File: config.mk
export PLATFORM = sky130hd
export DESIGN_NAME = podc_regs
export DESIGN_NICKNAME = d
export VERILOG_FILES = /design/src/rtl/podc_pkg.sv /design/src/rtl/podc_pad_drive.sv /design/src/rtl/podc_cal_out.sv /design/src/rtl/podc_regs.sv
export SDC_FILE = /design/constraint.sdc
export NUM_CORES = 1
export LEC_CHECK = 0
export BUFFER_PORTS_ARGS = -buffer_cell sky130_fd_sc_hd__buf_2
export CAP_MARGIN = 15
export CORE_MARGIN = 2
export CORE_UTILIZATION = 53
export CTS_CLUSTER_DIAMETER = 200
export DETAILED_ROUTE_END_ITERATION = 16
export PLACE_DENSITY = 0.81
export RECOVER_POWER = 100
export SLEW_MARGIN = 20
export SYNTH_ARGS = -nofsm -noshare
export SYNTH_HDL_FRONTEND = slang
export SYNTH_SLANG_ARGS = --single-unit
File: constraint.sdc
create_clock -name aclk -period 2.75 [get_ports aclk]
set_input_delay 0.275 -clock aclk [delete_from_list [all_inputs] [get_ports aclk]]
set_output_delay 0.275 -clock aclk [all_outputs]
set_load 0.03 [all_outputs]
File: src/rtl/podc_pkg.sv
// Package: register map, field layout and shared types of the pad configuration block
package podc_pkg;

  // ----------------------------------------------------------------
  // Register indices and byte addresses
  // ----------------------------------------------------------------
  localparam int          ADDR_W        = 16;
  localparam logic [11:0] IDX_PAD_CFG1  = 12'hF3C;
  localparam logic [11:0] IDX_PAD_STAT  = 12'hF3D;
  localparam logic [11:0] IDX_OD_CTRL3  = 12'hF40;
  localparam logic [11:0] IDX_OD_CTRL2  = 12'hF41;
  localparam logic [11:0] IDX_OD_CTRL1  = 12'hF42;
  localparam logic [15:0] ADDR_PAD_CFG1 = {2'h0, IDX_PAD_CFG1, 2'h0};
  localparam logic [15:0] ADDR_PAD_STAT = {2'h0, IDX_PAD_STAT, 2'h0};
  localparam logic [15:0] ADDR_OD_CTRL3 = {2'h0, IDX_OD_CTRL3, 2'h0};
  localparam logic [15:0] ADDR_OD_CTRL2 = {2'h0, IDX_OD_CTRL2, 2'h0};
  localparam logic [15:0] ADDR_OD_CTRL1 = {2'h0, IDX_OD_CTRL1, 2'h0};

  // ----------------------------------------------------------------
  // Reset values and implemented-bit masks
  // ----------------------------------------------------------------
  localparam logic [7:0] RST_PAD_CFG1  = 8'h00;
  localparam logic [7:0] RST_OD_CTRL3  = 8'h00;
  localparam logic [7:0] RST_OD_CTRL2  = 8'h00;
  localparam logic [7:0] RST_OD_CTRL1  = 8'h00;
  localparam logic [7:0] MASK_PAD_CFG1 = 8'h07;
  localparam logic [7:0] MASK_OD_CTRL3 = 8'h83;
  localparam logic [7:0] MASK_OD_CTRL2 = 8'h0F;
  localparam logic [7:0] MASK_OD_CTRL1 = 8'hFF;

  // ----------------------------------------------------------------
  // Field positions
  // ----------------------------------------------------------------
  localparam int OD3_DELAY_IN_BIT = 7;
  localparam int OD3_SYNC2_BIT    = 1;
  localparam int OD3_SYNC1_BIT    = 0;
  localparam int OD2_CAP10_BIT    = 3;
  localparam int OD2_CAP9_BIT     = 2;
  localparam int OD2_SER2_BIT     = 1;
  localparam int OD2_SER1_BIT     = 0;
  localparam int PAD_TTL_BIT      = 0;
  localparam int PAD_SRC_LSB      = 1;
  localparam int STAT_DELAY_BIT   = 0;
  localparam int STAT_CAL_BIT     = 1;

  // ----------------------------------------------------------------
  // Peripheral sources on the remappable pins, and bus answers
  // ----------------------------------------------------------------
  localparam int          NUM_SRC     = 18;
  localparam int          SEL_W       = 5;
  localparam logic [1:0]  RESP_OKAY   = 2'h0;
  localparam logic [1:0]  RESP_SLVERR = 2'h2;

  typedef enum logic [1:0] {
    CAL_ALARM   = 2'h0,
    CAL_SECONDS = 2'h1,
    CAL_SRC_CLK = 2'h2,
    CAL_RSVD    = 2'h3
  } podc_cal_sel_t;

  typedef enum logic [2:0] {
    REG_NONE,
    REG_PAD_CFG1,
    REG_PAD_STAT,
    REG_OD_CTRL1,
    REG_OD_CTRL2,
    REG_OD_CTRL3
  } podc_reg_t;

  typedef struct packed {
    logic alarm_pulse;
    logic seconds_clk;
    logic internal_rc_osc;
    logic secondary_osc;
    logic timer_ext_clock_in;
  } podc_cal_src_t;

endpackage

File: src/rtl/podc_pad_drive.sv
// Pad driver: per-pin source select, open-drain and latch/direction control
`timescale 1ns/1ps
`default_nettype none
module podc_pad_drive #(
  parameter int NPIN  = 8,
  parameter int NSRC  = podc_pkg::NUM_SRC,
  parameter int SEL_W = podc_pkg::SEL_W
) (
  // Clock and reset
  input  wire logic                  aclk,
  input  wire logic                  aresetn,
  // Sources and settings
  input  wire logic [NSRC-1:0]       periph_out,
  input  wire logic [NSRC-1:0]       od_en,
  input  wire logic [NPIN*SEL_W-1:0] pin_sel,
  input  wire logic [NPIN-1:0]       output_latch,
  input  wire logic [NPIN-1:0]       direction_bit,
  // Pads
  output logic      [NPIN-1:0]       pad_out_ff,
  output logic      [NPIN-1:0]       pad_oe_ff
);
  logic [NPIN-1:0] nxt_pad_out;
  logic [NPIN-1:0] nxt_pad_oe;

  always_comb begin
    int s;
    s = 0;
    nxt_pad_out = '0;
    nxt_pad_oe  = '0;
    for (int i = 0; i < NPIN; i++) begin
      s = int'(pin_sel[i*SEL_W +: SEL_W]);
      if (s == 0 || s > NSRC) begin
        // Plain port pin: low latch plus direction gives a pull-up line
        nxt_pad_out[i] = output_latch[i];
        nxt_pad_oe[i]  = ~direction_bit[i];
      end else begin
        // Open-drain setting travels with the source, not the pin
        nxt_pad_out[i] = periph_out[s-1];
        nxt_pad_oe[i]  = od_en[s-1] ? ~periph_out[s-1] : 1'b1;
      end
    end
  end

  always_ff @(posedge aclk) begin
    if (!aresetn) begin
      pad_out_ff <= '0;
      pad_oe_ff  <= '0;
    end else begin
      pad_out_ff <= nxt_pad_out;
      pad_oe_ff  <= nxt_pad_oe;
    end
  end
endmodule
`default_nettype wire

File: src/rtl/podc_cal_out.sv
// Calendar clock output pin: source select and enable
`timescale 1ns/1ps
`default_nettype none
module podc_cal_out (
  // Clock and reset
  input  wire logic                    aclk,
  input  wire logic                    aresetn,
  // Sources and settings
  input  wire podc_pkg::podc_cal_src_t src,
  input  wire logic [1:0]              calendar_out_source_sel,
  input  wire logic                    calendar_osc_config,
  input  wire logic                    secondary_osc_enable,
  input  wire logic                    calendar_out_enable,
  // Pin
  output logic                         cal_out_ff,
  output logic                         cal_oe_ff
);
  localparam int W = $bits(podc_pkg::podc_cal_src_t);
  podc_pkg::podc_cal_src_t s1_ff, s2_ff, s3_ff, filt_ff;
  logic                    src_clk;
  logic                    nxt_cal_out;

  // Foreign clocks: three stages, a change counts once stages 2 and 3 agree
  always_ff @(posedge aclk) begin
    if (!aresetn) begin
      s1_ff   <= '0;
      s2_ff   <= '0;
      s3_ff   <= '0;
      filt_ff <= '0;
    end else begin
      s1_ff <= src;
      s2_ff <= s1_ff;
      s3_ff <= s2_ff;
      for (int i = 0; i < W; i++) begin
        if (s2_ff[i] == s3_ff[i]) filt_ff[i] <= s3_ff[i];
      end
    end
  end

  always_comb begin
    src_clk = filt_ff.internal_rc_osc;
    if (calendar_osc_config) begin
      src_clk = secondary_osc_enable ? filt_ff.secondary_osc : filt_ff.timer_ext_clock_in;
    end
    case (podc_pkg::podc_cal_sel_t'(calendar_out_source_sel))
      podc_pkg::CAL_ALARM:   nxt_cal_out = filt_ff.alarm_pulse;
      podc_pkg::CAL_SECONDS: nxt_cal_out = filt_ff.seconds_clk;
      podc_pkg::CAL_SRC_CLK: nxt_cal_out = src_clk;
      default:               nxt_cal_out = 1'b0;
    endcase
  end

  // The select alone never opens the pin
  always_ff @(posedge aclk) begin
    if (!aresetn) begin
      cal_out_ff <= 1'b0;
      cal_oe_ff  <= 1'b0;
    end else begin
      cal_out_ff <= calendar_out_enable & nxt_cal_out;
      cal_oe_ff  <= calendar_out_enable;
    end
  end
endmodule
`default_nettype wire

File: src/rtl/podc_regs.sv
// Pad open-drain and pad configuration registers behind an AXI4-Lite slave
//
// Functional notes
// - Register 1: capture 8..4, enhanced 3..1 enables
// - Register 2: capture 10,9, serial 2,1; upper zero
// - Register 3: sync ports 2,1; bits 6-2 zero
// - Register 3 bit 7 routes port A pin 1
// - Open-drain only on serial, sync, capture outputs
// - Open-drain setting follows remapped peripheral pin
// - Open-drain high releases line, pull-up sets level
// - Pad config bit 0 selects TTL buffers
// - Bits 2-1 pick alarm, seconds, source clock
// - Source clock from RC, secondary or external
// - Calendar pin driven only with its enable
// - Low latch: direction bit toggles low/release
//
// Chosen here: register access over AXI4-Lite.
`timescale 1ns/1ps
`default_nettype none
module podc_regs #(
  parameter int NPIN = 8
) (
  // Clock and reset
  input  wire logic                                  aclk,
  input  wire logic                                  aresetn,
  // AXI4-Lite write address
  input  wire logic [podc_pkg::ADDR_W-1:0]           s_axil_awaddr,
  input  wire logic                                  s_axil_awvalid,
  output logic                                       s_axil_awready,
  // AXI4-Lite write data
  input  wire logic [31:0]                           s_axil_wdata,
  input  wire logic [3:0]                            s_axil_wstrb,
  input  wire logic                                  s_axil_wvalid,
  output logic                                       s_axil_wready,
  // AXI4-Lite write response
  output logic [1:0]                                 s_axil_bresp,
  output logic                                       s_axil_bvalid,
  input  wire logic                                  s_axil_bready,
  // AXI4-Lite read
  input  wire logic [podc_pkg::ADDR_W-1:0]           s_axil_araddr,
  input  wire logic                                  s_axil_arvalid,
  output logic                                       s_axil_arready,
  output logic [31:0]                                s_axil_rdata,
  output logic [1:0]                                 s_axil_rresp,
  output logic                                       s_axil_rvalid,
  input  wire logic                                  s_axil_rready,
  // Peripheral outputs and pin mapping
  input  wire logic [podc_pkg::NUM_SRC-1:0]          periph_out,
  input  wire logic [NPIN*podc_pkg::SEL_W-1:0]       pin_sel,
  input  wire logic [NPIN-1:0]                       output_latch,
  input  wire logic [NPIN-1:0]                       direction_bit,
  output logic      [NPIN-1:0]                       pad_out,
  output logic      [NPIN-1:0]                       pad_oe,
  // Charge timing unit
  input  wire logic                                  port_a_pin_1,
  output logic                                       charge_timer_delay_in,
  // Parallel master port
  output logic                                       parallel_port_ttl_select,
  // Calendar clock output
  input  wire podc_pkg::podc_cal_src_t               cal_src,
  input  wire logic                                  calendar_osc_config,
  input  wire logic                                  secondary_osc_enable,
  input  wire logic                                  calendar_out_enable,
  output logic                                       calendar_clock_out,
  output logic                                       calendar_clock_oe
);

  // ----------------------------------------------------------------
  // Declarations
  // ----------------------------------------------------------------
  logic [7:0]                  pad_cfg1_ff;
  logic [7:0]                  od_ctrl1_ff;
  logic [7:0]                  od_ctrl2_ff;
  logic [7:0]                  od_ctrl3_ff;
  logic                        awready_ff;
  logic                        wready_ff;
  logic                        bvalid_ff;
  logic [1:0]                  bresp_ff;
  logic                        arready_ff;
  logic                        rvalid_ff;
  logic [1:0]                  rresp_ff;
  logic [31:0]                 rdata_ff;
  logic                        aw_got_ff;
  logic                        w_got_ff;
  logic [podc_pkg::ADDR_W-1:0] awaddr_ff;
  logic [7:0]                  wdata_ff;
  logic                        wstrb0_ff;
  logic                        wr_fire;
  podc_pkg::podc_reg_t         wr_reg;
  logic [7:0]                  nxt_wbyte;
  logic [podc_pkg::NUM_SRC-1:0] od_vec;
  logic                        pa1_s1_ff, pa1_s2_ff, pa1_s3_ff, pa1_filt_ff;
  logic                        delay_in_ff;
  logic                        ttl_ff;
  logic                        cal_out_w;
  logic                        cal_oe_w;

  // ----------------------------------------------------------------
  // Address decode, shared by both directions
  // ----------------------------------------------------------------
  function automatic podc_pkg::podc_reg_t decode(input logic [podc_pkg::ADDR_W-1:0] a);
    case (a)
      podc_pkg::ADDR_PAD_CFG1: decode = podc_pkg::REG_PAD_CFG1;
      podc_pkg::ADDR_PAD_STAT: decode = podc_pkg::REG_PAD_STAT;
      podc_pkg::ADDR_OD_CTRL1: decode = podc_pkg::REG_OD_CTRL1;
      podc_pkg::ADDR_OD_CTRL2: decode = podc_pkg::REG_OD_CTRL2;
      podc_pkg::ADDR_OD_CTRL3: decode = podc_pkg::REG_OD_CTRL3;
      default:                 decode = podc_pkg::REG_NONE;
    endcase
  endfunction

  // ----------------------------------------------------------------
  // Write channel: address and data taken in either order
  // ----------------------------------------------------------------
  assign wr_fire = aw_got_ff & w_got_ff & ~bvalid_ff;
  assign wr_reg  = decode(awaddr_ff);
  assign nxt_wbyte = wdata_ff;

  always_ff @(posedge aclk) begin
    if (!aresetn) begin
      awready_ff <= 1'b0;
      aw_got_ff  <= 1'b0;
      awaddr_ff  <= '0;
    end else if (s_axil_awvalid && awready_ff) begin
      awready_ff <= 1'b0;
      aw_got_ff  <= 1'b1;
      awaddr_ff  <= s_axil_awaddr;
    end else if (wr_fire) begin
      aw_got_ff <= 1'b0;
    end else if (!aw_got_ff && !bvalid_ff) begin
      awready_ff <= 1'b1;
    end
  end

  always_ff @(posedge aclk) begin
    if (!aresetn) begin
      wready_ff <= 1'b0;
      w_got_ff  <= 1'b0;
      wdata_ff  <= 8'h00;
      wstrb0_ff <= 1'b0;
    end else if (s_axil_wvalid && wready_ff) begin
      wready_ff <= 1'b0;
      w_got_ff  <= 1'b1;
      wdata_ff  <= s_axil_wdata[7:0];
      wstrb0_ff <= s_axil_wstrb[0];
    end else if (wr_fire) begin
      w_got_ff <= 1'b0;
    end else if (!w_got_ff && !bvalid_ff) begin
      wready_ff <= 1'b1;
    end
  end

  // Unmapped addresses answer SLVERR; status writes are ignored
  always_ff @(posedge aclk) begin
    if (!aresetn) begin
      bvalid_ff <= 1'b0;
      bresp_ff  <= podc_pkg::RESP_OKAY;
    end else if (wr_fire) begin
      bvalid_ff <= 1'b1;
      bresp_ff  <= (wr_reg == podc_pkg::REG_NONE) ? podc_pkg::RESP_SLVERR
                                                  : podc_pkg::RESP_OKAY;
    end else if (bvalid_ff && s_axil_bready) begin
      bvalid_ff <= 1'b0;
    end
  end

  // ----------------------------------------------------------------
  // Configuration registers
  // ----------------------------------------------------------------
  // Only byte lane 0 carries data; unimplemented bits are masked off
  always_ff @(posedge aclk) begin
    if (!aresetn) begin
      pad_cfg1_ff <= podc_pkg::RST_PAD_CFG1;
      od_ctrl1_ff <= podc_pkg::RST_OD_CTRL1;
      od_ctrl2_ff <= podc_pkg::RST_OD_CTRL2;
      od_ctrl3_ff <= podc_pkg::RST_OD_CTRL3;
    end else if (wr_fire && wstrb0_ff) begin
      case (wr_reg)
        podc_pkg::REG_PAD_CFG1: pad_cfg1_ff <= nxt_wbyte & podc_pkg::MASK_PAD_CFG1;
        podc_pkg::REG_OD_CTRL1: od_ctrl1_ff <= nxt_wbyte & podc_pkg::MASK_OD_CTRL1;
        podc_pkg::REG_OD_CTRL2: od_ctrl2_ff <= nxt_wbyte & podc_pkg::MASK_OD_CTRL2;
        podc_pkg::REG_OD_CTRL3: od_ctrl3_ff <= nxt_wbyte & podc_pkg::MASK_OD_CTRL3;
        default: ;
      endcase
    end
  end

  // ----------------------------------------------------------------
  // Read channel: one read at a time, answer one edge after address
  // ----------------------------------------------------------------
  function automatic logic [31:0] read_mux(input podc_pkg::podc_reg_t r);
    read_mux = 32'h0000_0000;
    case (r)
      podc_pkg::REG_PAD_CFG1: read_mux[7:0] = pad_cfg1_ff;
      podc_pkg::REG_OD_CTRL1: read_mux[7:0] = od_ctrl1_ff;
      podc_pkg::REG_OD_CTRL2: read_mux[7:0] = od_ctrl2_ff;
      podc_pkg::REG_OD_CTRL3: read_mux[7:0] = od_ctrl3_ff;
      podc_pkg::REG_PAD_STAT: begin
        read_mux[podc_pkg::STAT_DELAY_BIT] = delay_in_ff;
        read_mux[podc_pkg::STAT_CAL_BIT]   = cal_out_w;
      end
      default: ;
    endcase
  endfunction

  always_ff @(posedge aclk) begin
    if (!aresetn) begin
      arready_ff <= 1'b0;
      rvalid_ff  <= 1'b0;
      rresp_ff   <= podc_pkg::RESP_OKAY;
      rdata_ff   <= 32'h0000_0000;
    end else if (s_axil_arvalid && arready_ff) begin
      arready_ff <= 1'b0;
      rvalid_ff  <= 1'b1;
      rdata_ff   <= read_mux(decode(s_axil_araddr));
      rresp_ff   <= (decode(s_axil_araddr) == podc_pkg::REG_NONE) ? podc_pkg::RESP_SLVERR
                                                                  : podc_pkg::RESP_OKAY;
    end else if (rvalid_ff && s_axil_rready) begin
      rvalid_ff <= 1'b0;
    end else if (!rvalid_ff) begin
      arready_ff <= 1'b1;
    end
  end

  // ----------------------------------------------------------------
  // Open-drain enables per source, in periph_out order
  // ----------------------------------------------------------------
  // Only serial, sync-port and capture outputs have an enable at all
  assign od_vec = { {2{od_ctrl3_ff[podc_pkg::OD3_SYNC2_BIT]}},
                    {2{od_ctrl3_ff[podc_pkg::OD3_SYNC1_BIT]}},
                    {2{od_ctrl2_ff[podc_pkg::OD2_SER2_BIT]}},
                    {2{od_ctrl2_ff[podc_pkg::OD2_SER1_BIT]}},
                    od_ctrl2_ff[podc_pkg::OD2_CAP10_BIT],
                    od_ctrl2_ff[podc_pkg::OD2_CAP9_BIT],
                    od_ctrl1_ff };

  podc_pad_drive #(
    .NPIN  (NPIN),
    .NSRC  (podc_pkg::NUM_SRC),
    .SEL_W (podc_pkg::SEL_W)
  ) u_pad_drive (
    .aclk          (aclk),
    .aresetn       (aresetn),
    .periph_out    (periph_out),
    .od_en         (od_vec),
    .pin_sel       (pin_sel),
    .output_latch  (output_latch),
    .direction_bit (direction_bit),
    .pad_out_ff    (pad_out),
    .pad_oe_ff     (pad_oe)
  );

  // ----------------------------------------------------------------
  // Charge timing delay input and buffer select
  // ----------------------------------------------------------------
  // Pin is asynchronous: three stages, filtered on agreement of 2 and 3
  always_ff @(posedge aclk) begin
    if (!aresetn) begin
      pa1_s1_ff   <= 1'b0;
      pa1_s2_ff   <= 1'b0;
      pa1_s3_ff   <= 1'b0;
      pa1_filt_ff <= 1'b0;
    end else begin
      pa1_s1_ff <= port_a_pin_1;
      pa1_s2_ff <= pa1_s1_ff;
      pa1_s3_ff <= pa1_s2_ff;
      if (pa1_s2_ff == pa1_s3_ff) pa1_filt_ff <= pa1_s3_ff;
    end
  end

  always_ff @(posedge aclk) begin
    if (!aresetn) begin
      delay_in_ff <= 1'b0;
      ttl_ff      <= 1'b0;
    end else begin
      delay_in_ff <= od_ctrl3_ff[podc_pkg::OD3_DELAY_IN_BIT] & pa1_filt_ff;
      ttl_ff      <= pad_cfg1_ff[podc_pkg::PAD_TTL_BIT];
    end
  end

  assign charge_timer_delay_in    = delay_in_ff;
  assign parallel_port_ttl_select = ttl_ff;

  // ----------------------------------------------------------------
  // Calendar clock output
  // ----------------------------------------------------------------
  podc_cal_out u_cal_out (
    .aclk                    (aclk),
    .aresetn                 (aresetn),
    .src                     (cal_src),
    .calendar_out_source_sel (pad_cfg1_ff[podc_pkg::PAD_SRC_LSB +: 2]),
    .calendar_osc_config     (calendar_osc_config),
    .secondary_osc_enable    (secondary_osc_enable),
    .calendar_out_enable     (calendar_out_enable),
    .cal_out_ff              (cal_out_w),
    .cal_oe_ff               (cal_oe_w)
  );

  assign calendar_clock_out = cal_out_w;
  assign calendar_clock_oe  = cal_oe_w;

  // ----------------------------------------------------------------
  // Bus outputs
  // ----------------------------------------------------------------
  assign s_axil_awready = awready_ff;
  assign s_axil_wready  = wready_ff;
  assign s_axil_bvalid  = bvalid_ff;
  assign s_axil_bresp   = bresp_ff;
  assign s_axil_arready = arready_ff;
  assign s_axil_rvalid  = rvalid_ff;
  assign s_axil_rresp   = rresp_ff;
  assign s_axil_rdata   = rdata_ff;

endmodule
`default_nettype wire

# [Word-level counts from Yosys, hierarchy flattened]
# Index checks and enable logic that the tools add are counted.
# W data, S select, Z words.
[totals] ff_bits=106 latch_bits=0 ramBits=0 romBits=0 inputBits=158 out_inout_bits=61 word_cells=257 memories=0
[op_classes] n_addsub=8 mul=0 div=0 n_lt_le_gt_ge=16 n_eq_ne=27 n_shift=0 n_mux=90 bitwise_logic=25 n_reduce_logical=44
[ops] cell="$lt A32 B7 Y1 const B" count=8
[ops] cell="$eq A16 B14 Y1 const B" count=10
[ops] cell="$bmux W1 S5" count=16
[ops] cell="$mux W1" count=65
[ops] cell="$sub A5 B1 Y6 const B" count=8
[ops] cell="$gt A5 B5 Y1 const B" count=8
[ops] cell="$logic_not A5 Y1" count=8
[ops] cell="$pmux W3 S5" count=2
[ops] cell="$pmux W6 S4" count=1
[ops] cell="$not A1 Y1" count=21
[ops] cell="$reduce_and A2 Y1" count=7
[ops] cell="$eq A3 B3 Y1 const B" count=4
[ops] cell="$pmux W2 S5" count=1
[ops] cell="$eq A3 B2 Y1 const B" count=3
[ops] cell="$logic_and A1 B1 Y1" count=8
[ops] cell="$logic_or A1 B1 Y1" count=8
[ops] cell="$reduce_bool A2 Y1" count=4
[ops] cell="$eq A1 B1 Y1" count=6
[ops] cell="$eq A3 B1 Y1 const B" count=2
[ops] cell="$logic_not A3 Y1" count=2
[ops] cell="$mux W3" count=2
[ops] cell="$reduce_or A2 Y1" count=3
[ops] cell="$and A1 B1 Y1" count=4
[ops] cell="$mux W2" count=2
[ops] cell="5 further kinds" count=7

# [Depth between registers and ports, before layout]
[logic_depth] word_depth=7 mapped_depth=10 mapped_depth_nobuf=8

# [Modules after synthesis]
# Synthesis repeated with hierarchy kept, for this count alone.
[hier_totals] hier_cells=827 area_unflattened_um2=7995.2
[modules_own_cells] module="podc_pad_drive" n_inst=1 cells_per_inst=428 area_per_inst_um2=4295.4 seq_area_each_um2=320.3
[modules_own_cells] module="podc_regs" n_inst=1 cells_per_inst=338 area_per_inst_um2=3024.2 seq_area_each_um2=1321.3
[modules_own_cells] module="podc_cal_out" n_inst=1 cells_per_inst=61 area_per_inst_um2=675.6 seq_area_each_um2=440.4

# [Worst setup path after synthesis]
# Ideal clock, no wire load.
[synth_timing] path_kind="input to register" start="in pin_sel[10] (netlist bit)" end="reg u_pad_drive.pad_out_ff[2]" setup_time_ns=0.116 arrival_ns=2.204 required_ns=2.634 setup_slack_ns=0.430 cell_stages=9 n_path_buf=1 cell_sequence="buf_2 > inv_1 > ha_1 > xnor2_2 > mux2_2 > and3_1 > a311o_1 > mux2i_1 > nor2b_1"
[synth_between] elab_chain_cells=5 elab_cells_between_ends=8 classes_between="add/sub: 1; order compare: 1; mux: 4; reduce/logical: 2"
[synth_lines] element="start: declaration" line_no="podc_regs.sv:49" text="input wire logic [NPIN*podc_pkg::SEL_W-1:0] pin_sel,"
[synth_lines] element="$sub A5 B1 Y6" line_no="podc_pad_drive.sv:38" text="nxt_pad_out[i] = periph_out[s-1];"
[synth_lines] element="$bmux W1 S5" line_no="podc_pad_drive.sv:38"
[synth_lines] element="$mux W1 (not written as such) (2 in a row)" line_no="podc_pad_drive.sv:38"
[synth_lines] element="$mux W1 *" line_no="podc_pad_drive.sv:32" text="if (s == 0 || s > NSRC) begin"
[synth_lines] element="end signal: assignment" line_no="podc_pad_drive.sv:49" text="pad_out_ff <= nxt_pad_out;"
[synth_lines] element="end: declaration" line_no="podc_pad_drive.sv:19" text="output logic [NPIN-1:0] pad_out_ff,"
# Mark *: on every way between the ends. The rest lies on a longest branch, timed or not. The select of a mux whose other input is x is not followed.
# A chain may end at the register's enable or synchronous reset.

# [Worst setup path in the final report]
[layout_timing] start="reg awaddr_ff[9] (netlist bit)" end="reg od_ctrl3_ff[7]"
[layout_between] elab_chain_cells=4 elab_cells_between_ends=8 classes_between="eq/ne: 6; mux: 1; reduce/logical: 1"
[layout_lines] element="start: declaration" line_no="podc_regs.sv:85" text="logic [podc_pkg::ADDR_W-1:0] awaddr_ff;"
[layout_lines] element="start signal: assignment" line_no="podc_regs.sv:127" text="awaddr_ff <= s_axil_awaddr;"
[layout_lines] element="$eq A16 B14 Y1" line_no="podc_regs.sv:102" text="case (a)"
[layout_lines] element="$pmux W3 S5 *" line_no="podc_regs.sv:102"
[layout_lines] element="$eq A3 B3 Y1 *" line_no="podc_regs.sv:178" text="case (wr_reg)"
[layout_lines] element="$reduce_and A2 Y1 (no line) *"
[layout_lines] element="end signal: assignment" line_no="podc_regs.sv:176" text="od_ctrl3_ff <= podc_pkg::RST_OD_CTRL3;"
[layout_lines] element="end signal: assignment" line_no="podc_regs.sv:182" text="podc_pkg::REG_OD_CTRL3: od_ctrl3_ff <= nxt_wbyte & podc_pkg::MASK_OD_CTRL3;"
[layout_lines] element="end: declaration" line_no="podc_regs.sv:74" text="logic [7:0] od_ctrl3_ff;"
# Mark *: on every way between the ends. The rest lies on a longest branch, timed or not.

==> run metrics <==
status completed; DRT Pass-1 Iters 5; Via density 5.87; Post-route DRC 0; initial antenna violation count 1; Post-CTS Setup Repair Bufs 0; Avg Inst Size Synth 9.19 um2; Final Hold Vio Count 0; PwrDens 441 nW/um2; die area 15300 um2; RSZ-0062 raised after global routing no; routed via count 6745; final setup violation count 0; number of distinct library cells after synthesis 65; max_slew headroom 5.90%; Setup Skew 0.00781 ns; Clock Tree Root clkbuf_16; Syn. warnings 0; first-pass GRT wire length 30300 um; Worst VDD drop 420 uV; DR WL/cell 16.9 um; Congestion Overflow GR 0; CP max FO 4; CTS clk-pin slew, worst paths 0.08 ns; Hold Crit Depth 2; TNS Setup 0 ns; fin nets 1146; Worst-Margin Slew 1.41 ns; Leakage 3.47 nW; Post-CTS Hold Fix Bufs 0; All-Layer GR Usage 25.5%; Tcrit/Tclk final 79.0%; critical path data required time 3.00 ns; Die Ht 124 um; Psw 1.21 mW; initial DRC count 369; I/O pins 219; CP Launch Type flop; clk sinks 104; initial core utilization 54.7%; gp weighted congestion 0.896; met2 Use GR 43.1%; fraction of registers with async set/reset 0%; CTS Buf Count 9; core box area 13900 um2; H-tree depth 3; GRT met3 Usage 4.85%; Final Slew Violations 0; R2R cell count 6; f_max 460 MHz; Area growth, synth to finish 13.9%; Die Wd 124 um; Detailed Route WL 19500 um; M1 GR Usage 32.3%; number of flops mapped to enable cells by yosys 0; sequential power share 41.8%; Cells after Synth 829; cell area after synthesis 7620 um2; Comb pwr share 24.5%; max-cap violations 0; # fillers 1220; row count 43; Multi-input gate area 5090 um2; Power Total 3.83 mW; Final ANT Viol Nets 0; flops & latches, synth 104; clock period minus worst slack 2.17 ns; fraction of layout cells with a size suffix above 1 24.1%; DP HPWL 14200 um; sequential-to-total area share from yosys stat 27.3%; Clk network pwr share 33.7%; cts repair resizes 0; port bufs 165; Reg area 2080 um2; largest net degree at the start of global routing 39; Sw Share 31.7%; vias in the first global route 6305; CP endpoint kind flop; Post-synth top flop dfxtp_1; Min-Delay Path Class in -> reg; clock buffer depth 2; GR peak layer met2; Pint 2.61 mW; WP data arrival 2.43 ns; worst setup path class reg -> reg; CTS tree built; Worst-Skew Late Latency 0.36 ns
-- layout by cell type (no fill, tap or decap), drive strengths merged, types with 6 or more instances in the layout --
master / synthesis / routed
buf: 44 / 138
dfxtp: 104 / 104
nand2: 83 / 83
mux2i: 61 / 61
clkbuf: 34 / 48
mux4: 46 / 46
o21ai: 41 / 41
nor2: 38 / 38
a21boi: 37 / 37
nor2b: 33 / 33
and2: 31 / 31
inv: 28 / 30
conb: 1 / 26
nor3: 24 / 24
ha: 24 / 24
mux2: 20 / 20
a21oi: 18 / 18
xnor2: 17 / 17
nand3: 16 / 16
nand2b: 13 / 13
xor2: 12 / 12
a31oi: 11 / 11
nor3b: 9 / 9
and3: 8 / 8
nand4: 7 / 7
a211oi: 6 / 6
-- through the flow --
stage	worst slack (ns)	cells	cell area [um2]	hold WS, ns	util (%)
6_report	0.576	1150	8670	0.114	62.3
5_1_grt	0.382	1149	8670	0.111	62.2
4_1_cts	0.634	1149	8750	0.109	62.8
3_3_place_gp	0.345	1133	8450	0.413	60.6
3_5_place_dp	0.256	1133	8450	0.422	60.6
2_1_floorplan	0.430	854	7710	0.402	-
-- worst paths after layout --
check                                         from            endpoint  slack (ns)
worst max-delay path                  awaddr_ff[9]      od_ctrl3_ff[7]        0.58
worst min-delay path                    cal_src[2]  u_cal_out.s1_ff[2]        0.11
worst max register to register        awaddr_ff[9]      od_ctrl3_ff[7]        0.58
worst min register to register  u_cal_out.s1_ff[1]  u_cal_out.s2_ff[1]        0.44
-- kinds of logic (layout without fill, tap and decap cells) --
logic type	Yosys count	count (layout)	synth area share, %
DFF	104	104	27.3
buffers and inverters	106	221	6.72
muxes	127	127	24.8
xor gates and xnor gates	29	29	3.63
other	1	27	0.0492
AOI/OAI and AO/OA	147	147	12.8
and+or+nand+nor	291	291	20.7
adders and majority gates	24	24	3.94
-- metal layers --
layer  part of all wire [%]  wire, um
met5                      0         0
met4                    3.2       627
met1                     40      7770
met3                    9.6      1860
met2                     47      9190
-- cell type report --
class	count	area share [%]
Multi-Input combinational cell	644	58.7
Sequential cell	104	24.0
Timing Repair Buffer	177	9.95
Clock buffer	9	2.60
Tap cell	180	2.60
Inverter	28	1.21
Clock inverter	7	0.880
Antenna cell	1	0.0288
-- power groups by stage --
stage	sequential, mW	combinational [mW]	clock (mW)
floorplan	1.69	0.620	0
global placement	1.63	0.919	0
detailed placement	1.64	0.940	0
CTS	1.60	0.945	1.32
global route	1.61	1.02	1.38
finish	1.60	0.937	1.29
-- worst max-delay path, stage by stage, from the launching register on --
cell      delay, ns
dfxtp_1        0.31
nand4b_1       0.16
and4bb_2       0.33
nand3_2        0.14
nor4_1         0.80
mux2i_1        0.26
nor2b_1        0.06
-- cell usage after synthesis (8+ instances only) --
cell,n,share of area [%]
o21ai_0,40,2.6
and3_1,8,0.66
mux4_2,41,12
nand2b_1,13,1.1
nand3_1,15,0.99
nor2b_1,33,2.7
a21oi_1,18,1.2
buf_4,27,2.7
and2_1,31,2.5
ha_1,24,3.9
clkbuf_1,34,1.7
xor2_1,12,1.4
dfxtp_1,104,27
a21boi_0,37,3.6
inv_1,28,1.4
buf_2,10,0.66
xnor2_1,14,1.6
a31oi_1,11,0.90
nor3_1,23,1.5
mux2i_1,61,8.0
mux2_2,20,3.0
nor2_1,37,1.8
nand2_1,83,4.1
-- flip-flops by register name, summed over array words and instances (netlist names), 3 cells and up --
signal	cells
u_pad_drive.pad_out_ff	8
u_cal_out.filt_ff	5
u_cal_out.s3_ff	5
u_cal_out.s1_ff	5
nxt_wbyte	8
od_ctrl1_ff	8
od_ctrl3_ff	3
pad_cfg1_ff	3
s_axil_rdata	8
u_pad_drive.pad_oe_ff	8
u_cal_out.s2_ff	5
od_ctrl2_ff	4
awaddr_ff	16
Note: power is estimated with default switching activity, not from simulation.
